<file path="config.mk">
export PLATFORM = sky130hd
export DESIGN_NAME = irq_status_mask
export DESIGN_NICKNAME = d
export VERILOG_FILES = /design/src/rtl/irq_status_mask.v /design/src/rtl/suspend_timer.v
export VERILOG_INCLUDE_DIRS = /design/src /design/src/rtl
export SDC_FILE = /design/constraint.sdc
export NUM_CORES = 1
export LEC_CHECK = 0
export ABC_AREA = 1
export BUFFER_PORTS_ARGS = -buffer_cell sky130_fd_sc_hd__buf_2
export CAP_MARGIN = 20
export CORE_ASPECT_RATIO = 0.8
export CORE_MARGIN = 2
export CORE_UTILIZATION = 51
export DETAILED_ROUTE_END_ITERATION = 6
export PLACE_DENSITY = 0.9
export SYNTH_ARGS = -nofsm -noshare
export SYNTH_HDL_FRONTEND = slang
export SYNTH_SLANG_ARGS = --single-unit
</file>
<file path="constraint.sdc">
create_clock -name MCLK -period 2.3 [get_ports MCLK]
set_clock_uncertainty 0.1 [all_clocks]
set_input_delay 0.23 -clock MCLK [delete_from_list [all_inputs] [get_ports MCLK]]
set_output_delay 0.23 -clock MCLK [all_outputs]
set_load 0.05 [all_outputs]
</file>
<file path="src/rtl/irq_status_regs.vh">
// Purpose: Register map, field positions and reset values of the interrupt status block.
// Assumes: Avalon-MM byte addresses, one aligned 32-bit word per register.
// Notes: Printed offsets are register indexes; byte address is four times the index.
`ifndef IRQ_STATUS_REGS_VH
`define IRQ_STATUS_REGS_VH

`define G1_STATUS_IDX      8'h90
`define G0_MASK_IDX        8'h93
`define G1_MASK_IDX        8'h94
`define SIL_REV_IDX        8'h95
`define CHIP_ID_IDX        8'h96
`define G0_STATUS_IDX      8'h98

`define G1_STATUS_RST      8'h00
`define G0_MASK_RST        8'hff
`define G1_MASK_RST        8'hff

`define G1_ZLP_BIT         7
`define G1_RSVD_BIT        6
`define G1_PIO_BIT         5
`define G1_BULK_RX_BIT     4
`define G1_BULK_TX_BIT     3
`define G1_CTRL_RX_BIT     2
`define G1_CTRL_TX_BIT     1
`define G1_SUSPEND_BIT     0

`define G1_W1C_BITS        8'h9f
`define G0_RSVD_MASK       8'hdf

`define SIL_REV_VALUE      8'h5a
`define CHIP_ID_VALUE      8'ha5

`define IDLE_TIME_US       3000
`define CLK_PERIOD_NS      50

`endif

</file>
<file path="src/rtl/irq_status_mask.v">
// Purpose: Group-0 and group-1 interrupt status and mask logic with identification registers.
// Assumes: Event inputs are one-cycle pulses synchronous to MCLK; idle level is a pin.
// Notes: Avalon-MM slave, fixed one wait cycle on every access.
//
// Functional notes
// RULE1: Group-0 mask, zero enables, resets all ones. The code keeps bit 5 masked (G0_RSVD_MASK) even when its mask bit is zero.
// RULE2: Mask blocks interrupt only, status still sets.
// RULE3: Bit 7 sets on control zero-length receive.
// RULE4: Group-1 bit 6 always reads zero.
// RULE5: Bit 5 mirrors PIO-done flag, unwritable.
// RULE6: Bit 4 bulk receive; NAK OUT until cleared.
// RULE7: Bit 3 bulk transmit; NAK IN until cleared.
// RULE8: Bit 2 control non-setup receive; NAK OUT.
// RULE9: Bit 1 control transmit; NAK IN until cleared.
// RULE10: Bit 0 sets after 3 ms idle.
// RULE11: Write one clears bits; reset zero.
// RULE12: Unmasked group-1 status drives interrupt one.
// RULE13: Group-1 mask, zero enables source.
// RULE14: Software never clears group-1 mask bit 6.
// RULE15: Read-only revision register, writes ignored.
// RULE16: Read-only identification register, writes ignored.
// RULE17: Unmasked group-0 status drives interrupt zero.
// RULE18: Interrupts are registered OR of status and-not mask.
//
// Our own choice: the Avalon-MM slave port.
`timescale 1ns/100ps
`include "irq_status_regs.vh"
module irq_status_mask #(
    parameter                 IDLE_CYCLES = (`IDLE_TIME_US * 1000) / `CLK_PERIOD_NS
)
(
    input  wire               MCLK,
    input  wire               RST,
    input  wire [9:0]         ADDRESS,
    input  wire               READ,
    input  wire               WRITE,
    input  wire [3:0]         BYTEENABLE,
    input  wire [31:0]        WRITEDATA,
    output reg  [31:0]        READDATA,
    output reg                WAITREQUEST,
    input  wire [7:0]         GROUP0_EVENT_STATUS,
    input  wire               CTRL_ZERO_LENGTH_RX,
    input  wire               CTRL_SETUP_RX,
    input  wire               CTRL_RX_DONE,
    input  wire               CTRL_TX_DONE,
    input  wire               BULK_RX_DONE,
    input  wire               BULK_TX_DONE,
    input  wire               PIO_DONE_FLAG,
    input  wire               BUS_IDLE,
    output reg                CTRL_OUT_NAK,
    output reg                CTRL_IN_NAK,
    output reg                BULK_OUT_NAK,
    output reg                BULK_IN_NAK,
    output reg                CORE_IRQ_IN0,
    output reg                CORE_IRQ_IN1
);

    reg  [7:0]                g1_status_q;
    reg  [7:0]                g1_status_d;
    reg  [7:0]                g0_mask_q;
    reg  [7:0]                g1_mask_q;
    reg                       idle_meta_q;
    reg                       idle_sync_q;
    reg                       ack_q;
    reg  [7:0]                rd_d;
    wire                      suspend_hit;
    wire                      access;
    wire                      wr_go;
    wire                      rd_go;
    wire [7:0]                index;
    wire [7:0]                set_ev;
    wire [7:0]                clr_ev;
    wire [7:0]                g1_view;

    function any_unmasked;
        input [7:0] status;
        input [7:0] mask;
        begin
            any_unmasked = |(status & ~mask);
        end
    endfunction

    function reg_hit;
        input [7:0] idx;
        input [7:0] want;
        begin
            reg_hit = (idx == want);
        end
    endfunction

    // The first synchroniser stage feeds only the second.
    always @(posedge MCLK or posedge RST)
    begin
        if (RST)
        begin
            idle_meta_q <= 1'b0;
            idle_sync_q <= 1'b0;
        end
        else
        begin
            idle_meta_q <= BUS_IDLE;
            idle_sync_q <= idle_meta_q;
        end
    end

    suspend_timer #(
        .IDLE_CYCLES (IDLE_CYCLES)
    ) u_suspend (
        .clk         (MCLK),
        .rst         (RST),
        .idle        (idle_sync_q),
        .hit         (suspend_hit)
    ); // RULE10

    assign index  = ADDRESS[9:2];
    assign access = (READ | WRITE) & ~ack_q;
    assign wr_go  = WRITE & ack_q & BYTEENABLE[0];
    assign rd_go  = READ & ~ack_q;

    // Each event input sets its status bit; the mask never enters here.
    assign set_ev[`G1_ZLP_BIT]     = CTRL_ZERO_LENGTH_RX; // RULE3 RULE2
    assign set_ev[`G1_RSVD_BIT]    = 1'b0;
    assign set_ev[`G1_PIO_BIT]     = 1'b0;
    assign set_ev[`G1_BULK_RX_BIT] = BULK_RX_DONE; // RULE6
    assign set_ev[`G1_BULK_TX_BIT] = BULK_TX_DONE; // RULE7
    assign set_ev[`G1_CTRL_RX_BIT] = CTRL_RX_DONE & ~CTRL_SETUP_RX & ~CTRL_ZERO_LENGTH_RX; // RULE8
    assign set_ev[`G1_CTRL_TX_BIT] = CTRL_TX_DONE; // RULE9
    assign set_ev[`G1_SUSPEND_BIT] = suspend_hit; // RULE10

    assign clr_ev = wr_go && reg_hit(index, `G1_STATUS_IDX) ?
                    (WRITEDATA[7:0] & `G1_W1C_BITS) : 8'h00; // RULE11

    // Set wins over a clear in the same cycle.
    always @*
    begin
        g1_status_d = ((g1_status_q & ~clr_ev) | set_ev) & `G1_W1C_BITS; // RULE11 RULE4
    end

    assign g1_view = (g1_status_q & `G1_W1C_BITS) | ({7'h00, PIO_DONE_FLAG} << `G1_PIO_BIT); // RULE5

    always @(posedge MCLK or posedge RST)
    begin
        if (RST)
        begin
            g1_status_q <= `G1_STATUS_RST; // RULE11
            g0_mask_q   <= `G0_MASK_RST; // RULE1
            g1_mask_q   <= `G1_MASK_RST; // RULE13
        end
        else
        begin
            g1_status_q <= g1_status_d;
            if (wr_go && reg_hit(index, `G0_MASK_IDX))
            begin
                g0_mask_q <= WRITEDATA[7:0]; // RULE1
            end
            if (wr_go && reg_hit(index, `G1_MASK_IDX))
            begin
                g1_mask_q <= WRITEDATA[7:0]; // RULE13 RULE14
            end
        end
    end

    always @*
    begin
        rd_d = 8'h00;
        case (index)
            `G1_STATUS_IDX: rd_d = g1_view; // RULE4
            `G0_MASK_IDX:   rd_d = g0_mask_q;
            `G1_MASK_IDX:   rd_d = g1_mask_q;
            `SIL_REV_IDX:   rd_d = `SIL_REV_VALUE; // RULE15
            `CHIP_ID_IDX:   rd_d = `CHIP_ID_VALUE; // RULE16
            `G0_STATUS_IDX: rd_d = GROUP0_EVENT_STATUS;
            default:        rd_d = 8'h00;
        endcase
    end

    // Bus answer: waitrequest high in the first cycle, low in the second.
    always @(posedge MCLK or posedge RST)
    begin
        if (RST)
        begin
            ack_q       <= 1'b0;
            WAITREQUEST <= 1'b1;
            READDATA    <= 32'h00000000;
        end
        else
        begin
            ack_q       <= access;
            WAITREQUEST <= ~access;
            if (rd_go)
            begin
                READDATA <= {24'h000000, rd_d};
            end
        end
    end

    always @(posedge MCLK or posedge RST)
    begin
        if (RST)
        begin
            CORE_IRQ_IN0 <= 1'b0;
            CORE_IRQ_IN1 <= 1'b0;
            CTRL_OUT_NAK <= 1'b0;
            CTRL_IN_NAK  <= 1'b0;
            BULK_OUT_NAK <= 1'b0;
            BULK_IN_NAK  <= 1'b0;
        end
        else
        begin
            CORE_IRQ_IN0 <= any_unmasked(GROUP0_EVENT_STATUS, g0_mask_q | ~`G0_RSVD_MASK); // RULE17 RULE18 RULE2
            CORE_IRQ_IN1 <= any_unmasked(g1_view, g1_mask_q); // RULE12 RULE18 RULE2
            CTRL_OUT_NAK <= g1_status_d[`G1_CTRL_RX_BIT]; // RULE8
            CTRL_IN_NAK  <= g1_status_d[`G1_CTRL_TX_BIT]; // RULE9
            BULK_OUT_NAK <= g1_status_d[`G1_BULK_RX_BIT]; // RULE6
            BULK_IN_NAK  <= g1_status_d[`G1_BULK_TX_BIT]; // RULE7
        end
    end

endmodule

</file>
<file path="src/rtl/suspend_timer.v">
// Purpose: Counts consecutive idle cycles of the bus and pulses once when suspend is reached.
// Assumes: Idle level is already synchronous to MCLK.
// Notes: One pulse per idle stretch; any non-idle cycle restarts the count.
`timescale 1ns/100ps
module suspend_timer #(
    parameter                 IDLE_CYCLES = 60000
)
(
    input  wire               clk,
    input  wire               rst,
    input  wire               idle,
    output reg                hit
);

    localparam [16:0]         LAST_COUNT = IDLE_CYCLES - 1;

    reg  [16:0]               count_q;
    reg                       done_q;

    always @(posedge clk or posedge rst)
    begin
        if (rst)
        begin
            count_q <= 17'h00000;
            done_q  <= 1'b0;
            hit     <= 1'b0;
        end
        else
        begin
            hit <= 1'b0;
            if (!idle)
            begin
                count_q <= 17'h00000;
                done_q  <= 1'b0;
            end
            else if (!done_q)
            begin
                if (count_q == LAST_COUNT)
                begin
                    hit    <= 1'b1;
                    done_q <= 1'b1;
                end
                else
                begin
                    count_q <= count_q + 17'h00001;
                end
            end
        end
    end

endmodule

</file>
==> results of run 1 <==
-- worst max-delay path, cell delays in order (launching register included) --
cell and delay, ns:
dfrtp_1 0.43, ha_1 0.27, nand2_1 0.14, nor2_2 0.06
nand2_2 0.10, nor2_4 0.04, nor2_4 0.40, nor2_8 0.13
nand2_1 0.10, nand2_1 0.05
-- final cells by class --
cell class | count | area share
Clock buffer | 6 | 0.0197
Timing Repair Buffer | 61 | 0.0933
Clock inverter | 2 | 0.00477
Inverter | 59 | 0.0602
Sequential cell | 55 | 0.380
Multi-Input combinational cell | 327 | 0.413
Tap cell | 84 | 0.0286
-- registers in the layout (all words and copies together) (netlist names) --
signal	flops
ack_q	1
g0_mask_q	8
u_suspend.hit	1
u_suspend.count_q	17
CORE_IRQ_IN1	1
g1_mask_q	8
CORE_IRQ_IN0	1
idle_sync_q	1
u_suspend.done_q	1
g1_status_q	6
idle_meta_q	1
WAITREQUEST	1
READDATA	8
-- power groups by stage --
stage               clock network (mW)  logic (mW)  registers (mW)
floorplan                            0       0.196            1.03
global placement                     0       0.238            1.02
detailed placement                   0       0.241            1.02
CTS                              0.556       0.249            1.00
global route                     0.596       0.272            1.00
finish                           0.539       0.248            1.00
-- cells by family (layout without fill, tap and decap cells) --
family / Yosys count / count (layout) / synth area share
other: 1 / 24 / 0.00114
buffers and inverters: 92 / 128 / 0.139
AOI/OAI and AO/OA: 36 / 36 / 0.0616
xor gates and xnor gates: 5 / 5 / 0.0133
DFF: 55 / 55 / 0.425
adders and majority gates: 1 / 1 / 0.00380
and+or+nand+nor: 261 / 261 / 0.356
-- per-stage QoR --
stage	instance area, um2	utilization	worst slack (ns)	power, mW
floorplan	3370	-	0.655	1.23
global placement	3540	0.560	0.446	1.25
detailed placement	3540	0.560	0.404	1.26
CTS	3680	0.582	0.385	1.81
global route	3680	0.582	0.248	1.87
finish	3680	0.582	0.365	1.79
-- worst max-delay path by stage --
stage / startpoint / end / slack, ns
4_1_cts: u_suspend.count_q[0] / u_suspend.count_q[10] / 0.39
3_3_place_gp: u_suspend.count_q[0] / u_suspend.count_q[12] / 0.45
3_5_place_dp: u_suspend.count_q[0] / u_suspend.count_q[10] / 0.40
6_report: u_suspend.count_q[1] / u_suspend.count_q[10] / 0.36
2_1_floorplan: RST / CORE_IRQ_IN0 / 0.66
5_1_grt: u_suspend.count_q[1] / u_suspend.count_q[14] / 0.25
-- per-layer routing --
metal / routed length [um] / global-route usage
met1: 3310 / 0.312
met2: 3320 / 0.343
met3: 705 / 0.0406
met4: 70 / 0.0564
met5: 0 / 0
-- synth_stat cells (all sizes together) --
| cell type | instances |
|---|---|
| o21bai | 4 |
| o211ai | 1 |
| inv | 59 |
| a21oi | 1 |
| xor2 | 4 |
| dfrtp | 38 |
| o22ai | 2 |
| dfstp | 17 |
| buf | 32 |
| a31oi | 1 |
| nor2 | 49 |
| ha | 1 |
| nand2 | 154 |
| o2111ai | 1 |
| nand3b | 3 |
| xnor2 | 1 |
| nor4 | 1 |
| a211oi | 1 |
| clkbuf | 1 |
| o21ai | 25 |
| nand3 | 31 |
| nand4 | 23 |
| conb | 1 |
==> results.md, run 1 <==
* Synth top area share at 0.289
* Initial antenna violation count at 0
* Iter 0 DRT Violations at ~250
* Power Internal at 1.27 mW
* Sequential Area at 0.00140 mm2
* Sequential element share of the synthesized area at 0.425
* Worst EP required at 2.39 ns
* Maximum clock frequency at 517 MHz
* Crit Reg-Reg Endpoint: u_suspend.count_q[10]
* WL per Instance at ~12 um
* Max_slew headroom at 0.571
* CTS tree: built
* GRT Overall Usage at 0.217
* Die H at 75.8 um
* Area Growth Syn to Fin at 11.8%
* Drt pass-1 iters at 5
* YS warnings at 0
* Worst R2R Setup Slack at 0.36 ns
* Largest cells by area after synthesis: dfrtp_1, nand2_1, dfstp_2
* Hold Fails Final Rpt at 0
* Leak at ~1.9 nW
* Row count at 26
* Gr ovfl total at 0
* Worst slew pin tran at 0.643 ns
* DRC viols at 0
* Core ar. at 0.00631 mm2
* # fillers at 590
* Via/cell ratio at 5.03
* Die area at a little over 0.007 mm2
* Reg2reg path depth at 9
* H-tree Lvls at 2
* Commonest non-fill, non-tap cell in the layout: nand2_1
* Die W at 93.8 um
* Arrival @ worst endpoint at 2.03 ns
* PortBufs at 51
* GPL Wtd Cong at 0.925
* Hold buffers post-CTS at 5
* Post-DP HPWL at ~5.6 mm
* Hold EP: g1_mask_q[1]
* Most frequent cells in the layout: nand2_1, inv_1, buf_2, nor2_1, dfrtp_1
* Min Tclk post-route at 1.94 ns
* Layout cells sized above 1 at 0.186
* Final Setup Violations at 0
* Clock latency on the worst-skew pair at 0.32 ns
* Hold Startpoint: WRITEDATA[1]
* CP endpoint kind: flop
* #FFs+latches synth at 55
* Fin. max-slew vios at 0
* Clock sink count at 55
* IO Pins at about 110
* Part of the power in combinational logic at 0.139
* Hold WC Path Type: in2reg
* Antenna-violating nets left at 0
* Max rail drop VDD at 0.315 mV
* Post-synth top area cell: dfrtp_1
* Pwr dens at 486 mW/mm2
* Initial Utilization at 0.521
* CTS clk-pin slew, worst paths at 0.11 ns
* Largest net degree at the start of global routing at 34
* Post-route insts no fill at 594
* CTS root buffer: clkbuf_8
* Num CTS Buffers at 5
* Post-route clock period utilization at 0.841
* Vias in the first global route at 2,694
* Worst Hold Depth at 3
* # placed instances at about 580
* Clock buffer depth at 2
* Setup CP Type: reg2reg
* Unique cell type count in the Yosys netlist at 35
* Via count at about 3,000
* Setup bufs post-CTS at 0
* Area of the multi-input gates at approximately 0.0015 mm2
* WL final at 7.40 mm
* Status: completed
* Synth Instances at 451
* Post-Route Setup TNS at 0 ns
* Sequential share of power at 0.560
* Post-Syn Area at 0.00329 mm2
* RSZ-0062 raised after global routing: false
* Post-CTS Resized at 0
* Crit Reg-Reg Startpoint: u_suspend.count_q[1]
* CP Max Fanout at 18
* Net Sw Frac at 0.292
* Antenna diodes at 0
* Avg Inst Size Synth at 7.29 um2
* NetSw at 0.523 mW
* First-pass GRT wire length at between 10 and 15 mm
* Final hold slack at 0.0377 ns
* Max-cap violations at 0
* Startpoint types: flop
* Final #Nets at 576
* Clock network power share at 0.301
No activity file was read; power rests on OpenSTA's default activity.
==> run 2, diff against run 1 <==
--- a/config.mk
+++ b/config.mk
@@ -6,14 +6,14 @@
 export SDC_FILE = /design/constraint.sdc
 export NUM_CORES = 1
 export LEC_CHECK = 0
-export ABC_AREA = 1
+export ABC_AREA = 0
 export BUFFER_PORTS_ARGS = -buffer_cell sky130_fd_sc_hd__buf_2
 export CAP_MARGIN = 20
 export CORE_ASPECT_RATIO = 0.8
 export CORE_MARGIN = 2
-export CORE_UTILIZATION = 51
+export CORE_UTILIZATION = 45
 export DETAILED_ROUTE_END_ITERATION = 6
-export PLACE_DENSITY = 0.9
+export PLACE_DENSITY = 0.86
 export SYNTH_ARGS = -nofsm -noshare
 export SYNTH_HDL_FRONTEND = slang
 export SYNTH_SLANG_ARGS = --single-unit
==> constraint.sdc (replaced) <==
create_clock -name MCLK -period 1.7 [get_ports MCLK]
set_clock_uncertainty 0.1 [all_clocks]
set_input_delay 0.17 -clock MCLK [delete_from_list [all_inputs] [get_ports MCLK]]
set_output_delay 0.17 -clock MCLK [all_outputs]
set_load 0.05 [all_outputs]
==> run 2 against run 1 <==
  * The flow now finishes with violations (negative setup slack)
  * Sequential cell count unchanged
  * Synthesized cell count decreased by 33%
  * Clock power increased by 56%
  * First-iteration DRC count decreased by 44%
  * Combinational power increased by 44%
  * Via count decreased by 19%
  * Critical path depth decreased by 4
  * Critical path type unchanged
  * Largest power group unchanged
==> results.md, run 2 <==
* Status: finished, violations left
* Failing checks: negative setup slack
* Leak at between 1.5 and 2 nW
* Sequential element share of the synthesized area at 0.460
* H-tree Lvls at 2
* EDFF count, synth at 0
* Max rail drop VDD at ~0.35 mV
* RSZ-0062 raised after global routing: true
* Hold WC Path Type: in2reg
* CTS clk-pin slew, worst paths at about 0.10 ns
* Max FFs per register at 17
* Max_slew headroom at 0.659
* Reg2reg path depth at 5
* Worst slew pin tran at 0.511 ns
* Post-synth top area cell: dfrtp_1
* GRT Overall Usage at 0.189
* PortBufs at 51
* Core ar. at ~0.0065 mm2
* Fin. max-slew vios at 0
* Pwr dens at 675 mW/mm2
* Worst R2R Setup Slack at -0.20 ns
* Die W at 95.8 um
* Total power draw at 2.55 mW
* Final #Nets at 453
* Worst EP required at 1.77 ns
* CTS tree: built
* Initial Utilization at 0.469
* Post-Syn Area at 0.00304 mm2
* Crit Reg-Reg Startpoint: u_suspend.count_q[12]
* Maximum clock frequency at 527 MHz
* Area of the multi-input gates at 0.00147 mm2
* Gr ovfl total at 0
* Final Setup Violations at 14
* # fillers at 542
* Via/cell ratio at 5.17
* Area Growth Syn to Fin at 24.4%
* Clock sink count at between 50 and 60
* Crit Reg-Reg Endpoint: u_suspend.count_q[11]
* YS warnings at 0
* Hold Fails Final Rpt at 0
* WL final at 6.72 mm
* Post-route insts no fill at 471
* Post-Place Worst Slack at -0.184 ns
* Die area at ~0.0074 mm2
* First-pass GRT wire length at around 11 mm
* Post-route clock period utilization at 1.12
* Post-DP HPWL at about 5.0 mm
* Final worst-path setup slack at -0.197 ns
* Startpoint types: flop
* Row count at 26
* Avg Inst Size Synth at 10.1 um2
* Commonest cells post-synth: dfrtp_1, buf_4, inv_1, nand2_1
* CP Max Fanout at 7
* Layout cells sized above 1 at 0.372
* Clock buffer depth at 2
* CTS root buffer: clkbuf_8
* Antenna diodes at 0
* Iter 0 DRT Violations at 136
* Max-cap violations at 0
* Clock latency on the worst-skew pair at a little over 0.3 ns
* Die H at 77.5 um
* GPL Wtd Cong at 0.918
* Drt pass-1 iters at 4
* DRC viols at 0
* Antenna-violating nets left at 0
* Vias in the first global route at 2,361
* Unique cell type count in the Yosys netlist at 53
* Largest net degree at the start of global routing at 56
* Crit path launch: u_suspend.count_q[12]
* CP endpoint kind: flop
* Synth top area share at 0.313
* # placed instances at 454
* Most flop-heavy register: u_suspend.count_q
* Synth Instances at 301
* Setup CP Type: reg2reg
* Ys flop type: dfrtp_1
* Num CTS Buffers at 5
* IO Pins at 105
* Largest cells by area after synthesis: dfrtp_1, dfstp_2, buf_4
* Most frequent cells in the layout: buf_2, dfrtp_1, buf_4, conb_1
* Sequential Area at 0.00140 mm2
* Commonest non-fill, non-tap cell in the layout: buf_2
* Min Tclk post-route at between 1.5 and 2 ns
* Via count at 2,434
* WL per Instance at between 10 and 15 um
* Most common cell in the netlist: dfrtp_1
* Initial antenna violation count at 0
* Arrival @ worst endpoint at between 1.5 and 2 ns
* Critical path endpoint: u_suspend.count_q[11]
* Async SR Flop Fraction at 1.00
* #FFs+latches synth at 55
==> run 2: cell count changes after synthesis, moves of 18 or more <==
cell     previous run  this run
nor2_1             41        16
nand4_1            22         4
nand2_1           153        19
nand3_1            29         5
inv_1              57        20
==> run 2: kinds of logic after synthesis <==
family          share of synthesized area
simple gates                        0.186
compound gates                      0.148
buf+inv                             0.103
flops                               0.460
mux                                0.0890
xor+xnor                          0.00865
fa+ha+maj                         0.00412
other cells                       0.00123
==> run 2: critical path, cell delays in order (launching register included) <==
cell and delay (ns):
dfrtp_1 0.39, or4b_4 0.58, nor4_4 0.34, buf_6 0.18, or4_1 0.11, a21oi_1 0.06
==> run 2: where the power goes <==
part           internal, mW  leakage [nW]  switching (mW)  total [mW]
registers              1.34         0.656          0.0148        1.35
clock network         0.396        0.0589           0.446       0.842
logic                 0.111         0.999           0.246       0.357
==> run 2: metal layers <==
metal,track usage,up-vias,wire length [um]
met5,0,-,0
met4,0.0614,0,90
met3,0.0359,8,477
met2,0.278,85,3110
met1,0.280,1140,3050
li1,-,1201,-
==> run 2: what timing repair did <==
item / in CTS / in global routing
setup endpoints to repair: 15 / 18
hold buffers: 8 / 0
pin swaps: 2 / 8
endpoints found under the hold margin: 45 / 0
buffers inserted: 0 / 1
gates resized for setup: 4 / 11
==> run 2: through the flow <==
step	util	setup TNS, ns	hold WS [ns]	instance area [um2]
floorplan	-	-2.00	0.101	3130
global placement	0.544	-1.34	0.143	3520
detailed placement	0.544	-1.91	0.139	3520
CTS	0.576	-2.15	0.00110	3730
global route	0.583	-3.24	0.00461	3780
finish	0.583	-2.37	0.00789	3780
==> run 2: cell type report <==
cell class	count	share of cell area
Timing Repair Buffer	92	0.163
Multi-Input combinational cell	212	0.389
Tap cell	84	0.0278
Clock buffer	6	0.0248
Clock inverter	2	0.00530
Sequential cell	55	0.370
Inverter	20	0.0199
==> run 2: how the worst min path moves through the flow <==
stage	from	to	slack [ns]	depth (start not counted)
6_report	WRITEDATA[5]	g1_mask_q[5]	0.008	2
5_1_grt	WRITEDATA[5]	g1_mask_q[5]	0.005	2
4_1_cts	WRITEDATA[5]	g1_mask_q[5]	0.001	2
3_5_place_dp	RST	ack_q	0.14	3
3_3_place_gp	RST	ack_q	0.14	3
2_1_floorplan	BUS_IDLE	idle_meta_q	0.10	0
==> run 3, diff against run 2 <==
--- a/config.mk
+++ b/config.mk
@@ -6,12 +6,12 @@
 export SDC_FILE = /design/constraint.sdc
 export NUM_CORES = 1
 export LEC_CHECK = 0
-export ABC_AREA = 0
+export ABC_AREA = 1
 export BUFFER_PORTS_ARGS = -buffer_cell sky130_fd_sc_hd__buf_2
 export CAP_MARGIN = 20
 export CORE_ASPECT_RATIO = 0.8
 export CORE_MARGIN = 2
-export CORE_UTILIZATION = 45
+export CORE_UTILIZATION = 46
 export DETAILED_ROUTE_END_ITERATION = 6
 export PLACE_DENSITY = 0.86
 export SYNTH_ARGS = -nofsm -noshare
==> run 3 against run 2 <==
  * The flow still finishes with violations (negative setup slack)
  * Register-to-register slack improved by 0.17 ns
  * Sequential cell count stayed put
  * Maximum frequency increased by 9.8%
  * Routed wire length grew 31%
  * Critical endpoint is now u_suspend.count_q[0]
  * Highest routed layer unchanged
==> results.md, run 3 (synthesized netlist as in run 1, its figures left out) <==
* Row count at 27
* Worst EP required at 1.86 ns
* Initial antenna violation count at 0
* Die area at 0.00784 mm2
* Core ar. at roughly 0.0069 mm2
* First-pass GRT wire length at approximately 14 mm
* Crit path buf inv count at 2
* Hold Fails Final Rpt at 0
* IO Pins at 105
* Cell chain of the critical path: inv_2 -> nand2_1 -> nor2_1 -> nand2_1 -> nor2_4 -> nor2_4 -> buf_12 -> nor2_4 -> nand2_1 -> nand2_1
* CTS clk-pin slew, worst paths at 0.11 ns
* Max-cap violations at 0
* Post-route insts no fill at 622
* Startpoint types: flop
* GRT Overall Usage at 0.217
* H-tree Lvls at 2
* Die W at 98.5 um
* Most flop-heavy register: u_suspend.count_q
* Clock latency on the worst-skew pair at 0.32 ns
* Antenna diodes at 0
* Layout cells sized above 1 at 0.219
* # placed instances at 593
* Critical-path top delay cell: dfrtp_1
* CP Max Fanout at 6
* Commonest non-fill, non-tap cell in the layout: nand2_1
* Vias in the first global route at 2,907
* Leak at 2.02 nW
* Arrival @ worst endpoint at 1.89 ns
* Die H at 79.6 um
* WL final at 8.81 mm
* Antenna-violating nets left at 0
* PortBufs at 51
* Clock buffer depth at 2
* RSZ-0062 raised after global routing: true
* Maximum clock frequency at between 500 and 600 MHz
* Initial Utilization at 0.477
* WL per Instance at between 10 and 15 um
* Clock sink count at 55
* Crit path max-delay family: simple AND/OR/NAND/NOR gates
* Final Setup Violations at 13
* Largest net degree at the start of global routing at 32
* Final #Nets at ~600
* Failing checks: negative setup slack
* Fin. max-slew vios at 0
* Drt pass-1 iters at 6
* Post-route clock period utilization at 1.02
* DRC viols at 0
* Gr ovfl total at 0
* Area Growth Syn to Fin at 21.1%
* Num CTS Buffers at 5
* Post-Route Setup TNS at -0.102 ns
* Iter 0 DRT Violations at 299
* Via/cell ratio at 5.20
* Hold WC Path Type: in2reg
* GPL Wtd Cong at ~0.91
* CTS tree: built
* Max FFs per register at 17
* Setup CP Type: reg2reg
* CP max stage delay at ~0.48 ns
* Post-DP HPWL at 6.04 mm
* CP dominant cell by count: nand2_1
* Final worst-path setup slack at -0.0275 ns
* Max rail drop VDD at 0.387 mV
* Status: finished, violations left
* CP endpoint kind: flop
* Via count at 3,237
* Pwr dens at 627 mW/mm2
* Min Tclk post-route at 1.73 ns
* Most frequent cells in the layout: nand2_1, inv_1, buf_2, nor2_1, dfrtp_1
* CTS root buffer: clkbuf_8
run 3: cell types whose count changed in the layout (fill, tap and decap cells not counted), moves of 8 or more:
| cell | previous run | this run |
|---|---|---|
| mux2i_1 | 9 | 0 |
| mux2_2 | 16 | 0 |
| a21oi_1 | 15 | 1 |
| inv_1 | 19 | 56 |
| nor2_1 | 16 | 39 |
| nand3_1 | 5 | 29 |
| buf_4 | 29 | 13 |
| nand2_1 | 19 | 152 |
| a2bb2oi_1 | 8 | 0 |
| nand4_1 | 4 | 22 |
run 3: worst register-to-register path, delay by kind of cell, from the launching register on:
family / cells / cell delay (ns)
buffers and inverters: 2 / 0.25
AND/OR/NAND/NOR: 8 / 0.85
flip-flops: 1 / 0.48
run 3: report_power, final:
part	switching [mW]	internal, mW	total (mW)
Sequential	0.0142	1.34	1.35
Clock	0.468	0.292	0.760
Combinational	0.280	0.107	0.386
Total	0.762	1.74	2.50
run 3: routing by layer:
| metal | wire length, um | up-vias | global-route usage |
|---|---|---|---|
| met5 | 0 | - | 0 |
| met4 | 121 | 0 | 0.0575 |
| met3 | 780 | 16 | 0.0324 |
| met2 | 4150 | 173 | 0.351 |
| met1 | 3760 | 1501 | 0.307 |
| li1 | - | 1547 | - |
run 3: final timing paths:
check / from / endpoint / slack (ns) / cells after the start
min in group asynchronous: RST / g1_status_q[1] / 0.28 / 3
setup reg to reg: u_suspend.count_q[12] / u_suspend.count_q[0] / -0.03 / 10
max in group asynchronous: RST / u_suspend.count_q[15] / 0.66 / 4
hold reg to reg: idle_meta_q / idle_sync_q / 0.28 / 0
setup / recovery: u_suspend.count_q[12] / u_suspend.count_q[0] / -0.03 / 10
hold / removal: WRITEDATA[2] / g0_mask_q[2] / 0.005 / 3
run 3: final cells by class:
cell class              count  area [um2]
clock buffers               5        68.8
clock inverters             3        18.8
inverters                  59         221
multi-input cells         330        1560
repair buffers             83         603
flip-flops and latches     55        1400
well taps                  87         109
fillers                   626        2910
run 3: timing repair:
item | in CTS | in global routing
hold buffers | 14 | 0
cloned | 2 | 3
hold endpoints to repair | 21 | 0
pin swaps | 2 | 7
gates resized for setup | 1 | 5
endpoints found under the setup margin | 18 | 29
buffers inserted | 1 | 1
run 3: stage by stage:
step                cell area [um2]  setup slack [ns]   util  total power, mW  hold WS [ns]
finish                         3980           -0.0275  0.578             2.50       0.00499
global route                   3980           -0.0931  0.578             2.59        0.0290
CTS                            3900            0.0336  0.566             2.50      0.000155
detailed placement             3630            -0.119  0.527             1.73        0.0929
global placement               3630           -0.0430  0.527             1.72        0.0871
floorplan                      3370            0.0704      -             1.66         0.101
